<file path="src/pkg/pol_pkg.sv">
// Shared command codes, field layout, timing and carrier types of the on/off and setpoint block.
`default_nettype none
package pol_pkg;
  // Command codes.
  localparam logic [7:0] CMD_OPERATION = 8'h01;
  localparam logic [7:0] CMD_ONOFF_CFG = 8'h02;
  localparam logic [7:0] CMD_CLEAR_FAULTS = 8'h03;
  localparam logic [7:0] CMD_STORE_DEF = 8'h11;
  localparam logic [7:0] CMD_RESTORE_DEF = 8'h12;
  localparam logic [7:0] CMD_STORE_USER = 8'h15;
  localparam logic [7:0] CMD_RESTORE_USER = 8'h16;
  localparam logic [7:0] CMD_VNUM_FMT = 8'h20;
  localparam logic [7:0] CMD_VNOM = 8'h21;
  localparam logic [7:0] CMD_VTRIM = 8'h22;
  localparam logic [7:0] CMD_VCAL = 8'h23;
  localparam logic [7:0] CMD_VBOUND = 8'h24;
  // Bit positions of the on/off source configuration byte.
  localparam int ONOFF_PWRUP_BIT = 4;
  localparam int ONOFF_BUS_BIT = 3;
  localparam int ONOFF_PIN_BIT = 2;
  localparam int ONOFF_POL_BIT = 1;
  localparam int ONOFF_ACT_BIT = 0;
  localparam logic [15:0] ONOFF_MASK = 16'h001f;
  // Operation byte enable field.
  localparam int OP_EN_HI = 7;
  localparam int OP_EN_LO = 6;
  localparam logic [1:0] OP_OFF_NOW = 2'h0;
  localparam logic [1:0] OP_OFF_SOFT = 2'h1;
  localparam logic [1:0] OP_ON = 2'h2;
  // Voltage number format byte.
  localparam int FMT_LSB = 5;
  localparam logic [2:0] FMT_LINEAR = 3'h0;
  localparam logic [2:0] FMT_VID = 3'h1;
  localparam logic [2:0] FMT_DIRECT = 3'h2;
  localparam logic [4:0] FMT_DIRECT_LOW = 5'h00;
  // Indices of the stored configuration words.
  localparam int FLD_ONOFF = 0;
  localparam int FLD_VNOM = 1;
  localparam int FLD_VTRIM = 2;
  localparam int FLD_VCAL = 3;
  localparam int FLD_VBOUND = 4;
  localparam int NUM_FLD = 5;
  // Reset and factory values.
  localparam logic [7:0] OPERATION_RST = 8'h80;
  localparam logic [15:0] ONOFF_FACTORY = 16'h0000;
  localparam logic [15:0] OFFSET_FACTORY = 16'h0000;
  localparam logic [1:0] SEC_LEVEL_RST = 2'h0;
  localparam logic [1:0] SEC_LEVEL_USER = 2'h1;
  // Upper bound ceiling is strap times 11 / 10.
  localparam logic [19:0] BOUND_NUM = 20'h0000b;
  localparam logic [19:0] BOUND_DEN = 20'h0000a;
  // Timing.
  localparam int CLK_MHZ = 125;
  localparam int NV_WAIT_MS = 20;
  localparam int NV_WAIT_CYC = NV_WAIT_MS * 1000 * CLK_MHZ;
  localparam logic [2:0] SYNC_SETTLE_CYC = 3'h4;

  typedef struct packed {
    logic wr;
    logic rd;
    logic [7:0] code;
    logic [15:0] data;
  } pol_cmd_t;

  typedef struct packed {
    logic run;
    logic fast_off;
    logic [15:0] target;
  } pol_ctl_t;

  typedef enum logic [1:0] {
    ST_INIT = 2'b00,
    ST_LOAD = 2'b01,
    ST_IDLE = 2'b10,
    ST_WAIT = 2'b11
  } pol_state_t;
endpackage : pol_pkg
`default_nettype wire

</file>
<file path="src/design/pol_vout_calc.sv">
// Output target arithmetic: nominal plus offsets, clamped to the upper bound.
`default_nettype none
module pol_vout_calc
  import pol_pkg::*;
(
  // Clock and reset.
  input wire logic mclk_in,
  input wire logic resetn_in,
  input wire logic ce_in,
  // Configuration words.
  input wire logic [15:0] vnom_in,
  input wire logic [15:0] trim_in,
  input wire logic [15:0] cal_in,
  input wire logic [15:0] vbound_in,
  input wire logic [15:0] strap_in,
  // Results.
  output logic [15:0] target_out,
  output logic [15:0] ceiling_out
);
  logic [17:0] sum;
  logic [19:0] ceil_full;
  logic [15:0] nxt_target;
  logic [15:0] target_ff;

  // All words share one exponent, so the mantissas add directly.
  assign sum = {2'b00, vnom_in} + {{2{trim_in[15]}}, trim_in} + {{2{cal_in[15]}}, cal_in};
  assign ceil_full = ({4'h0, strap_in} * BOUND_NUM) / BOUND_DEN;
  assign ceiling_out = (ceil_full[19:16] != 4'h0) ? 16'hffff : ceil_full[15:0];

  always_comb begin
    if (sum[17]) begin
      nxt_target = 16'h0000;
    end else if (sum[16:0] > {1'b0, vbound_in}) begin
      nxt_target = vbound_in;
    end else begin
      nxt_target = sum[15:0];
    end
  end

  always_ff @(posedge mclk_in) begin
    if (!resetn_in) begin
      target_ff <= 16'h0000;
    end else if (ce_in) begin
      target_ff <= nxt_target;
    end
  end

  assign target_out = target_ff;
endmodule : pol_vout_calc
`default_nettype wire

</file>
<file path="src/design/pol_onoff_vout_top.sv">
// Command interpreter for on/off control, nonvolatile store handling and output setpoint.
`default_nettype none
// What this block does
// - Power-up bit 0 runs always; 1 waits for control pin and operation command.
// - Bus enable mode 0 ignores operation on/off field; 1 needs it commanding run.
// - Pin enable mode 0 ignores control pin; 1 needs pin asserted to start.
// - Polarity bit 0 means low level enables; 1 means high level enables.
// - Pin turn-off: action 0 gives soft off, action 1 gives fastest off.
// - Clear-faults command clears every fault status bit.
// - Store-default command copies the whole configuration into the default store.
// - Restore-default command reloads the whole configuration from the default store.
// - Store-user command saves settings changed since the latest restore.
// - Restore-user, also done at power-up, reloads user settings over the live words, or over factory at power-up.
// - Starting a user restore sets the security level to 1.
// - Format byte reports number format in bits 7:5: linear, VID or direct.
// - Format byte bits 4:0 hold exponent, VID code, or zero in direct.
// - Nominal target word sets the output target; factory value comes from strap.
// - Trim word is a signed mantissa added as a fixed output offset.
// - Calibration offset word behaves exactly like the trim word.
// - Upper bound word limits output; above 110% of strap is refused.
// - Operation 7:6: 00 immediate off, 01 soft off, 10 enable with ramp.
module pol_onoff_vout_top
  import pol_pkg::*;
#(
  parameter int unsigned NV_WAIT_CYCLES = NV_WAIT_CYC,
  parameter logic [2:0] VNUM_FMT = FMT_LINEAR,
  parameter logic [4:0] VNUM_EXP = 5'h13
) (
  // Clock and reset.
  input wire logic mclk_in,
  input wire logic resetn_in,
  input wire logic ce_in,
  // Decoded serial-bus command port.
  input wire pol_cmd_t cmd_in,
  output logic resp_valid_out,
  output logic resp_err_out,
  output logic [15:0] rd_data_out,
  output logic busy_out,
  // Pins.
  input wire logic ctrl_pin_in,
  input wire logic [15:0] voltage_select_strap_in,
  // Control loop and fault logic.
  output pol_ctl_t ctl_out,
  output logic fault_clear_out,
  output logic [1:0] security_level_out
);
  localparam int WAIT_W = $clog2(NV_WAIT_CYCLES + 1);
  localparam logic [WAIT_W-1:0] WAIT_LAST = WAIT_W'(NV_WAIT_CYCLES - 1);

  ////////////////////////////////////////////////////////////////////////////////
  logic ctrl_meta_ff, ctrl_sync_ff;
  logic [15:0] strap_meta_ff, strap_sync_ff, strap_ff;
  pol_state_t state_ff;
  logic [2:0] init_cnt_ff;
  logic [WAIT_W-1:0] wait_cnt_ff;
  logic [7:0] op_ff;
  logic [15:0] live_ff [NUM_FLD], def_ff [NUM_FLD], usr_ff [NUM_FLD], factory [NUM_FLD];
  logic [NUM_FLD-1:0] usr_valid_ff, changed_ff;
  logic [1:0] sec_ff;
  logic run_ff, fast_off_ff, fault_clear_ff, resp_valid_ff, resp_err_ff;
  logic [15:0] rd_data_ff, target, ceiling, nxt_rd_data;
  logic idle, active, fld_hit, wr_fld, wr_op, do_clear, nv_go, req_ok;
  logic [2:0] fld_idx;
  logic do_store_def, do_restore_def, do_store_usr, do_restore_usr;
  logic pin_en, pin_off, bus_off, want_run, nxt_fast;

  ////////////////////////////////////////////////////////////////////////////////
  // Pin synchronisers.
  always_ff @(posedge mclk_in) begin
    if (!resetn_in) begin
      ctrl_meta_ff <= 1'b0;
      ctrl_sync_ff <= 1'b0;
      strap_meta_ff <= 16'h0000;
      strap_sync_ff <= 16'h0000;
    end else if (ce_in) begin
      ctrl_meta_ff <= ctrl_pin_in;
      ctrl_sync_ff <= ctrl_meta_ff;
      strap_meta_ff <= voltage_select_strap_in;
      strap_sync_ff <= strap_meta_ff;
    end
  end

  ////////////////////////////////////////////////////////////////////////////////
  // Command decode.
  assign idle = (state_ff == ST_IDLE);
  assign active = (state_ff == ST_IDLE) || (state_ff == ST_WAIT);

  always_comb begin
    fld_hit = 1'b1;
    fld_idx = 3'(FLD_ONOFF);
    case (cmd_in.code)
      CMD_ONOFF_CFG: fld_idx = 3'(FLD_ONOFF);
      CMD_VNOM: fld_idx = 3'(FLD_VNOM);
      CMD_VTRIM: fld_idx = 3'(FLD_VTRIM);
      CMD_VCAL: fld_idx = 3'(FLD_VCAL);
      CMD_VBOUND: fld_idx = 3'(FLD_VBOUND);
      default: fld_hit = 1'b0;
    endcase
  end

  assign wr_fld = idle && cmd_in.wr && fld_hit &&
                  !((fld_idx == 3'(FLD_VBOUND)) && (cmd_in.data > ceiling));
  assign wr_op = idle && cmd_in.wr && (cmd_in.code == CMD_OPERATION);
  assign do_clear = idle && cmd_in.wr && (cmd_in.code == CMD_CLEAR_FAULTS);
  assign do_store_def = idle && cmd_in.wr && (cmd_in.code == CMD_STORE_DEF);
  assign do_restore_def = idle && cmd_in.wr && (cmd_in.code == CMD_RESTORE_DEF);
  assign do_store_usr = idle && cmd_in.wr && (cmd_in.code == CMD_STORE_USER);
  assign do_restore_usr = idle && cmd_in.wr && (cmd_in.code == CMD_RESTORE_USER);
  assign nv_go = do_store_def || do_restore_def || do_store_usr || do_restore_usr;

  always_comb begin
    nxt_rd_data = 16'h0000;
    if (fld_hit) begin
      nxt_rd_data = live_ff[fld_idx];
    end else if (cmd_in.code == CMD_OPERATION) begin
      nxt_rd_data = {8'h00, op_ff};
    end else if (cmd_in.code == CMD_VNUM_FMT) begin
      nxt_rd_data = {8'h00, VNUM_FMT, (VNUM_FMT == FMT_DIRECT) ? FMT_DIRECT_LOW : VNUM_EXP};
    end
  end

  assign req_ok = idle && (cmd_in.wr ? (wr_fld || wr_op || do_clear || nv_go)
                                     : (fld_hit || (cmd_in.code == CMD_OPERATION) ||
                                        (cmd_in.code == CMD_VNUM_FMT)));

  // Every request is answered one cycle later; while busy all are refused.
  always_ff @(posedge mclk_in) begin
    if (!resetn_in) begin
      resp_valid_ff <= 1'b0;
      resp_err_ff <= 1'b0;
      rd_data_ff <= 16'h0000;
      fault_clear_ff <= 1'b0;
    end else if (ce_in) begin
      resp_valid_ff <= cmd_in.wr || cmd_in.rd;
      resp_err_ff <= (cmd_in.wr || cmd_in.rd) && !req_ok;
      fault_clear_ff <= do_clear;
      if (idle && cmd_in.rd && !cmd_in.wr) begin
        rd_data_ff <= nxt_rd_data;
      end
    end
  end

  ////////////////////////////////////////////////////////////////////////////////
  // Sequencer: strap settle, factory load, power-up user restore, store waits.
  always_ff @(posedge mclk_in) begin
    if (!resetn_in) begin
      state_ff <= ST_INIT;
      init_cnt_ff <= 3'h0;
      wait_cnt_ff <= '0;
      strap_ff <= 16'h0000;
    end else if (ce_in) begin
      case (state_ff)
        ST_INIT: begin
          strap_ff <= strap_sync_ff;
          init_cnt_ff <= init_cnt_ff + 3'h1;
          if (init_cnt_ff == SYNC_SETTLE_CYC) begin
            state_ff <= ST_LOAD;
          end
        end
        ST_LOAD: begin
          state_ff <= ST_WAIT;
          wait_cnt_ff <= WAIT_LAST;
        end
        ST_IDLE: begin
          if (nv_go) begin
            state_ff <= ST_WAIT;
            wait_cnt_ff <= WAIT_LAST;
          end
        end
        ST_WAIT: begin
          if (wait_cnt_ff == '0) begin
            state_ff <= ST_IDLE;
          end else begin
            wait_cnt_ff <= wait_cnt_ff - WAIT_W'(1);
          end
        end
        default: state_ff <= ST_INIT;
      endcase
    end
  end

  ////////////////////////////////////////////////////////////////////////////////
  // Configuration words and the two stores. Stores live in flip-flops, so a
  // reset empties the user store; the factory image is rebuilt from the strap.
  always_comb begin
    factory[FLD_ONOFF] = ONOFF_FACTORY;
    factory[FLD_VNOM] = strap_ff;
    factory[FLD_VTRIM] = OFFSET_FACTORY;
    factory[FLD_VCAL] = OFFSET_FACTORY;
    factory[FLD_VBOUND] = ceiling;
  end

  for (genvar i = 0; i < NUM_FLD; i++) begin : g_fld
    always_ff @(posedge mclk_in) begin
      if (!resetn_in) begin
        live_ff[i] <= 16'h0000;
        changed_ff[i] <= 1'b0;
      end else if (ce_in) begin
        if (state_ff == ST_LOAD) begin
          live_ff[i] <= usr_valid_ff[i] ? usr_ff[i] : factory[i];
          changed_ff[i] <= 1'b0;
        end else if (do_restore_def) begin
          live_ff[i] <= def_ff[i];
          changed_ff[i] <= 1'b0;
        end else if (do_restore_usr) begin
          if (usr_valid_ff[i]) begin
            live_ff[i] <= usr_ff[i];
          end
          changed_ff[i] <= 1'b0;
        end else if (wr_fld && (fld_idx == 3'(i))) begin
          live_ff[i] <= (i == FLD_ONOFF) ? (cmd_in.data & ONOFF_MASK) : cmd_in.data;
          changed_ff[i] <= 1'b1;
        end
      end
    end

    always_ff @(posedge mclk_in) begin
      if (!resetn_in) begin
        def_ff[i] <= 16'h0000;
        usr_ff[i] <= 16'h0000;
        usr_valid_ff[i] <= 1'b0;
      end else if (ce_in) begin
        if (state_ff == ST_LOAD) begin
          def_ff[i] <= factory[i];
        end else if (do_store_def) begin
          def_ff[i] <= live_ff[i];
        end
        if (do_store_usr && changed_ff[i]) begin
          usr_ff[i] <= live_ff[i];
          usr_valid_ff[i] <= 1'b1;
        end
      end
    end
  end

  always_ff @(posedge mclk_in) begin
    if (!resetn_in) begin
      op_ff <= OPERATION_RST;
      sec_ff <= SEC_LEVEL_RST;
    end else if (ce_in) begin
      if (wr_op) begin
        op_ff <= cmd_in.data[7:0];
      end
      if ((state_ff == ST_LOAD) || do_restore_usr) begin
        sec_ff <= SEC_LEVEL_USER;
      end
    end
  end

  ////////////////////////////////////////////////////////////////////////////////
  // Run decision from the pin and the operation byte.
  assign pin_en = (ctrl_sync_ff == live_ff[FLD_ONOFF][ONOFF_POL_BIT]);
  assign pin_off = live_ff[FLD_ONOFF][ONOFF_PIN_BIT] && !pin_en;
  assign bus_off = live_ff[FLD_ONOFF][ONOFF_BUS_BIT] &&
                   (op_ff[OP_EN_HI:OP_EN_LO] != OP_ON);
  assign want_run = !live_ff[FLD_ONOFF][ONOFF_PWRUP_BIT] || (!pin_off && !bus_off);
  assign nxt_fast = (pin_off && live_ff[FLD_ONOFF][ONOFF_ACT_BIT]) ||
                    (bus_off && (op_ff[OP_EN_HI:OP_EN_LO] == OP_OFF_NOW));

  always_ff @(posedge mclk_in) begin
    if (!resetn_in) begin
      run_ff <= 1'b0;
      fast_off_ff <= 1'b0;
    end else if (ce_in) begin
      run_ff <= active && want_run;
      fast_off_ff <= active && !want_run && nxt_fast;
    end
  end

  pol_vout_calc u_calc (
    .mclk_in(mclk_in),
    .resetn_in(resetn_in),
    .ce_in(ce_in),
    .vnom_in(live_ff[FLD_VNOM]),
    .trim_in(live_ff[FLD_VTRIM]),
    .cal_in(live_ff[FLD_VCAL]),
    .vbound_in(live_ff[FLD_VBOUND]),
    .strap_in(strap_ff),
    .target_out(target),
    .ceiling_out(ceiling)
  );

  assign ctl_out = '{run: run_ff, fast_off: fast_off_ff, target: target};
  assign resp_valid_out = resp_valid_ff;
  assign resp_err_out = resp_err_ff;
  assign rd_data_out = rd_data_ff;
  assign busy_out = !idle;
  assign fault_clear_out = fault_clear_ff;
  assign security_level_out = sec_ff;
endmodule : pol_onoff_vout_top
`default_nettype wire

</file>
<file path="config.mk">
export PLATFORM = sky130hd
export DESIGN_NAME = pol_onoff_vout_top
export DESIGN_NICKNAME = d
export VERILOG_FILES = /design/src/pkg/pol_pkg.sv /design/src/design/pol_vout_calc.sv /design/src/design/pol_onoff_vout_top.sv
export SDC_FILE = /design/constraint.sdc
export NUM_CORES = 1
export LEC_CHECK = 0
export BUFFER_PORTS_ARGS = -buffer_cell sky130_fd_sc_hd__buf_2
export CELL_PAD_IN_SITES_DETAIL_PLACEMENT = 1
export CELL_PAD_IN_SITES_GLOBAL_PLACEMENT = 1
export CORE_ASPECT_RATIO = 0.8
export CORE_MARGIN = 2
export CORE_UTILIZATION = 47
export CTS_BUF_LIST = sky130_fd_sc_hd__clkbuf_8
export DETAILED_ROUTE_END_ITERATION = 16
export PLACE_DENSITY_LB_ADDON = 0.1
export SLEW_MARGIN = 25
export SYNTH_ARGS = -nofsm -noshare
export SYNTH_HDL_FRONTEND = slang
export SYNTH_HIERARCHICAL = 1
export SYNTH_SLANG_ARGS = --single-unit
</file>
<file path="constraint.sdc">
create_clock -name mclk_in -period 10.2 [get_ports mclk_in]
set_clock_uncertainty 0.15 [all_clocks]
set_input_delay 1.53 -clock mclk_in [delete_from_list [all_inputs] [get_ports mclk_in]]
set_output_delay 1.53 -clock mclk_in [all_outputs]
set_load 0.01 [all_outputs]
</file>
Word-level counts from Yosys, hierarchy flattened

Memories as Yosys holds them, arrays and structs flattened.
Index checks and enable logic that the tools add are counted.

Register bits after elaboration: 133
RAM bits: 240
Input bits: 46
Output and inout bits: 40
Logic and storage cells: 362
Memories kept: 3

Add/sub/neg operators: 4
Multiply operators: 1
Divide/modulo/power cells: 1
Order comparisons: 2
Equality and inequality tests: 26
Muxes and demuxes: 181
Bitwise gates (word level): 35
Reductions and logical operators: 82

Memory list:

| name    | words | width | rd ports | clocked after Yosys merged registers in | wr ports | RTL line                 | RTL |
|---|---|---|---|---|---|---|---|
| def_ff  | 5     | 16    | 5        | 0                                       | 5        | pol_onoff_vout_top.sv:57 | `logic [15:0] live_ff [NUM_FLD], def_ff [NUM_FLD], usr_ff [NUM_FLD], factory [NUM_FLD];` |
| live_ff | 5     | 16    | 6        | 0                                       | 5        | pol_onoff_vout_top.sv:57 |  |
| usr_ff  | 5     | 16    | 5        | 0                                       | 5        | pol_onoff_vout_top.sv:57 |  |

Operators by type and width:

| operator                                            | number |
|---|---|
| 2-to-1 mux 16 bit                                   | 44 |
| 2-to-1 mux 1 bit                                    | 127 |
| one-hot mux 22 bit (3 select lines)                 | 1 |
| 2-to-1 mux 22 bit                                   | 2 |
| equality test 8 x 6 -> 1 bit, second input constant | 5 |
| bitwise OR 1 bit                                    | 35 |
| equality test 8 x 5 -> 1 bit, second input constant | 4 |
| logical AND 1 bit                                   | 32 |
| AND reduction 2 bit                                 | 14 |
| nonzero test 4 bit                                  | 6 |
| zero test 22 bit                                    | 1 |
| subtractor 22 x 1 -> 22 bit, second input constant  | 1 |
| divider 20 x 4 -> 20 bit, second input constant     | 1 |
| multiplier 16 x 4 -> 20 bit, second input constant  | 1 |
| adder 17 x 16 -> 18 bit                             | 1 |
| adder 18 bit                                        | 1 |
| > comparator 17 x 16 -> 1 bit                       | 1 |
| equality test 8 x 2 -> 1 bit, second input constant | 2 |
| > comparator 16 bit                                 | 1 |
| logical OR 1 bit                                    | 13 |
| one-hot mux 3 bit (4 select lines)                  | 1 |
| zero test 1 bit                                     | 9 |
| equality test 8 x 1 -> 1 bit, second input constant | 1 |
| 2-to-1 mux 8 bit                                    | 1 |
| other kinds (17)                                    | 27 |

Longest topological paths before layout

Depth after elaboration: 17
Gate-level depth with buffers: 46
Mapped depth without buffers: 38

Modules after synthesis

The synthesis kept the hierarchy.

By module, submodules not included:

| module             | instances | cells each | area each (µm²) | seq. area each (µm²) |
|---|---|---|---|---|
| pol_onoff_vout_top | 1         | 1441       | 16529.6         | 9549.2 |
| pol_vout_calc      | 1         | 884        | 6732.7          | 320.3 |

Worst setup path after synthesis

Ideal clock, no wire load.

Path kind: reg-to-reg
Start point: reg strap_ff[4]
End point: mem live_ff[4][0], enable pin
Setup time: 0.372 ns
Arrival: 9.510 ns
Data required time: 9.678 ns
Setup slack: 0.168 ns
Stages on the path, launching flop included: 43
Buffers on the path: 4
Clock period less this slack: 10.032 ns
Cell sequence: dfxtp_1 -> ha_1 -> inv_1 -> fa_1 -> inv_1 -> ha_1 -> buf_6 -> a21o_1 -> a211oi_2 -> a21o_1 -> o211ai_1 -> a211oi_2 -> xnor2_1 -> a21oi_2 -> or2_1 -> buf_6 -> buf_6 -> nor4_1 -> [7 not listed] -> o221ai_1 -> a21o_1 -> a311o_1 -> a211oi_2 -> o22ai_1 -> a211oi_2 -> nor2_1 -> a41oi_1 -> nor2_1 -> nand3_1 -> inv_1 -> ha_1 -> nor2b_1 -> o211ai_1 -> a21oi_1 -> or4bb_1 -> a211oi_1 -> or3_1

RTL lines:

| element                  | RTL line                  | RTL |
|---|---|---|
| start: declaration       | pol_onoff_vout_top.sv:52  | `logic [15:0] strap_meta_ff, strap_sync_ff, strap_ff;` |
| start signal: assignment | pol_onoff_vout_top.sv:154 | `strap_ff <= strap_sync_ff;` |
| end: declaration         | pol_onoff_vout_top.sv:57  |  |

==> metrics.md <==
| Metric | Value |
|---|---|
| CP Class | reg -> reg |
| Initial antenna violation count | 3 |
| Avg Cell Area, Syn | 10.0 sq um |
| Critical path launch point type | flip-flop |
| Max Slew Vio Count | 0 |
| R2r setup slk | 0.01 ns |
| Die W | 253 microns |
| # fillers | 5272 |
| Clock transition at path regs | 0.06 ns |
| RD Place Congestion | 0.890 |
| Worst EP required | 10.56 ns |
| Seq. cell area | 9890 sq um |
| Post-Layout Cell Count | 3180 |
| Worst-skew pair later-pin latency | 0.66 ns |
| Crit path capture | live_ff[4][13] |
| Root buffer cell | clkbuf_8 |
| Crit-path leading delay family | compound AO/OA/AOI/OAI gates |
| Area of the multi-input gates | 13200 sq um |
| HPWL Detailed | 57100 microns |
| NumNets Final | 2665 |
| CP Max Fanout | 9 |
| Post-route minimum period | 10.19 ns |
| Die area | 51300 sq um |
| Pre-Repair DR Iteration Count | 5 |
| FF-to-FF End | live_ff[4][13] |
| Pwr Density | 146 nW/um^2 |
| Vias per inst | 6.29 |
| Post-synth top flop | edfxtp_1 |
| P_leak | 11.4 nW |
| RSZ-0062 raised after global routing | yes |
| Pin count of the biggest net entering global routing | 93 |
| Slew @ Worst Pin | 1.24 ns |
| H-tree depth | 2 |
| First-pass GRT wire length | 122000 microns |
| Register area share after synthesis | 0.424 |
| ANT nets after route | 0 |
| Most common cell after layout, fill and taps aside | edfxtp_1 |
| Clk sinks | 373 |
| WP depth | 46 |
| Met2 wire len | 35200 microns |
| Post-synthesis register bit count | 373 |
| Highest metal used | met5 |
| DR iter-0 viols | 1637 |
| Critical-path top delay cell | or4_4 |
| Area after DPL | 24600 sq um |
| CP max stage delay | 0.61 ns |
| Routed wire length | 83800 microns |
| FFs w/ async S/R, synth | 0 |
| Top cell type's share of synthesized area | 0.310 |
| CTS tree | yes |
| Ratio of cells with drive above 1 in the final layout | 0.226 |
| Total GRT Usage | 0.313 |
| Reg2reg path depth | 46 |
| Placeable Area | 48600 sq um |
| Wl on met1 | 38000 microns |
| DIE HEIGHT | 203 microns |
| Setup crit end kind | flip-flop |
| Crit-path most repeated cell | buf_4 |
| Maximum clock frequency | 98.1 MHz |
| Vias in the first global route | 19700 |
| Worst setup path startpoint | strap_ff[6] |
| Critical path arrival | 10.55 ns |
| Syn Nets | 2492 |
| PortBufs | 84 |
| Mapped Cells | 2325 |
| Fin area | 27500 sq um |
| # DRC | 0 |
| Post-Syn Area | 23300 sq um |
| Synth top area cells | edfxtp_1 31%, dfxtp_1 11%, ha_1 4.8%, mux2i_1 4.6%, nand2_1 2.8% |
| Most frequent cells in the layout | 240 x edfxtp_1, 167 x nand2_1, 158 x buf_4 |
| Routed met3 length | 8580 microns |
| Yosys warnings | 6 |
| Fin. Hold Viols | 0 |
| Max VDD drop | 0.127 mV |
| Synth unique cells | 121 |
| Hold Crit Class | reg -> reg |
| Hold Buf Count CTS | 0 |
| Starting Density | 0.478 |
| Max clock buf depth | 3 |
| Relative slew slack | 0.168 |
| Number of max-cap violations | 0 |
| Layout area overhead | 18.4% |
| Outcome | finished clean |
| Placed cell count | 2987 |
| GR Overflow Total | 0 |
| Buffer and inverter count on the worst path | 11 |
| Cts bufs inserted | 60 |
| Final setup fails | 0 |
| # IOs | 86 |
| Post-route clock period utilization | 0.999 |
| Post-synth top area cell | edfxtp_1 |
| FP Rows | 72 |
| WL/cell | 26.4 microns |
| Reg2reg start | strap_ff[6] |
| Post-synth EDFFs | 240 |
| Vias | 20000 |
## cell type report
class | instances | area share
multi-input cells | 1664 | 0.480
flip-flops and latches | 373 | 0.359
repair buffers | 258 | 0.0668
clock buffers | 76 | 0.0380
well taps | 629 | 0.0286
inverters | 141 | 0.0192
clock inverters | 36 | 0.00768
diodes | 3 | 0.000273
## worst min-delay path: cells and delay by family, from the launching register on
kind,cells,cell delay (ns)
flip-flops,1,0.31
AO/OA/AOI/OAI,1,0.06
AND/OR/NAND/NOR,1,0.06
## cells in the mapped netlist (12+ instances only)
| master | count |
|---|---|
| and2_1 | 82 |
| xor2_1 | 12 |
| nor4_1 | 23 |
| a21o_1 | 61 |
| a21oi_1 | 89 |
| o21ai_1 | 15 |
| dfxtp_1 | 133 |
| a22o_1 | 61 |
| a21boi_0 | 30 |
| xnor2_1 | 48 |
| mux2i_1 | 106 |
| and3_1 | 93 |
| o31ai_1 | 20 |
| a211o_1 | 12 |
| o21ai_0 | 98 |
| edfxtp_1 | 240 |
| fa_1 | 31 |
| ha_1 | 90 |
| a221o_1 | 31 |
| nor3_1 | 30 |
| nand3_1 | 27 |
| a211oi_1 | 17 |
| o211ai_1 | 29 |
| nor2_1 | 117 |
| inv_1 | 140 |
| nand2_1 | 172 |
| o22ai_1 | 29 |
| nand4_1 | 28 |
| clkbuf_1 | 108 |
| nand2b_1 | 14 |
| nor2b_1 | 53 |
| o21bai_1 | 13 |
## how the worst min path moves through the flow
stage	slack, ns	start	depth (start not counted)	to
CTS	0.32	strap_sync_ff[9]	2	strap_ff[9]
finish	0.31	strap_sync_ff[9]	2	strap_ff[9]
global route	0.34	strap_sync_ff[9]	2	strap_ff[9]
global placement	0.31	strap_sync_ff[9]	2	strap_ff[9]
floorplan	0.29	strap_sync_ff[11]	2	strap_ff[11]
detailed placement	0.32	strap_sync_ff[14]	2	strap_ff[14]
## state kept, by name, summed over array words and instances (netlist names), 2 cells and up
signal	flops
changed_ff	5
def_ff	80
init_cnt_ff	3
live_ff	80
op_ff	8
rd_data_out	16
state_ff	2
strap_ff	16
strap_meta_ff	16
strap_sync_ff	16
u_calc/target_out	16
usr_ff	80
usr_valid_ff	5
wait_cnt_ff	22
## logic make-up after synthesis
kind of cell / share of synthesized area
other: 0.000161
buffers and inverters: 0.0523
xor gates and xnor gates: 0.0245
DFF: 0.424
AOI/OAI and AO/OA: 0.211
and+or+nand+nor: 0.162
muxes: 0.0505
adders and majority gates: 0.0760
## metrics by stage
step           setup TNS [ns]  worst slack (ns)  total power (W)  hold slack [ns]   util
2_1_floorplan               0             0.168          0.00222            0.290      -
3_3_place_gp            -1.99           -0.0953          0.00250            0.309  0.505
3_5_place_dp            -6.44            -0.229          0.00253            0.321  0.505
4_1_cts                     0            0.0184          0.00389            0.325  0.533
5_1_grt                -13.40            -0.424          0.00418            0.339  0.566
6_report                    0           0.00954          0.00402            0.314  0.566
## power breakdown
| part | internal, W | leakage (nW) | switching [W] |
|---|---|---|---|
| registers | 0.00165 | 3.56 | 0.0000466 |
| clock network | 0.000720 | 0.722 | 0.000646 |
| logic | 0.000406 | 7.08 | 0.000556 |
| total | 0.00278 | 11.4 | 0.00125 |
## metal layers
metal  up-vias  global-route usage
li1       9009                   -
met1     10100               0.454
met2       800               0.446
met3       113              0.0990
met4         2              0.0900
met5         -                   0
## what timing repair did
item                       in CTS  in global routing
gates cloned                    0                  3
pin swaps                       4                102
gates resized for setup        17                210
setup endpoints to repair      33                 34
setup buffers                   3                 72
(Power assumes the default switching activity.)
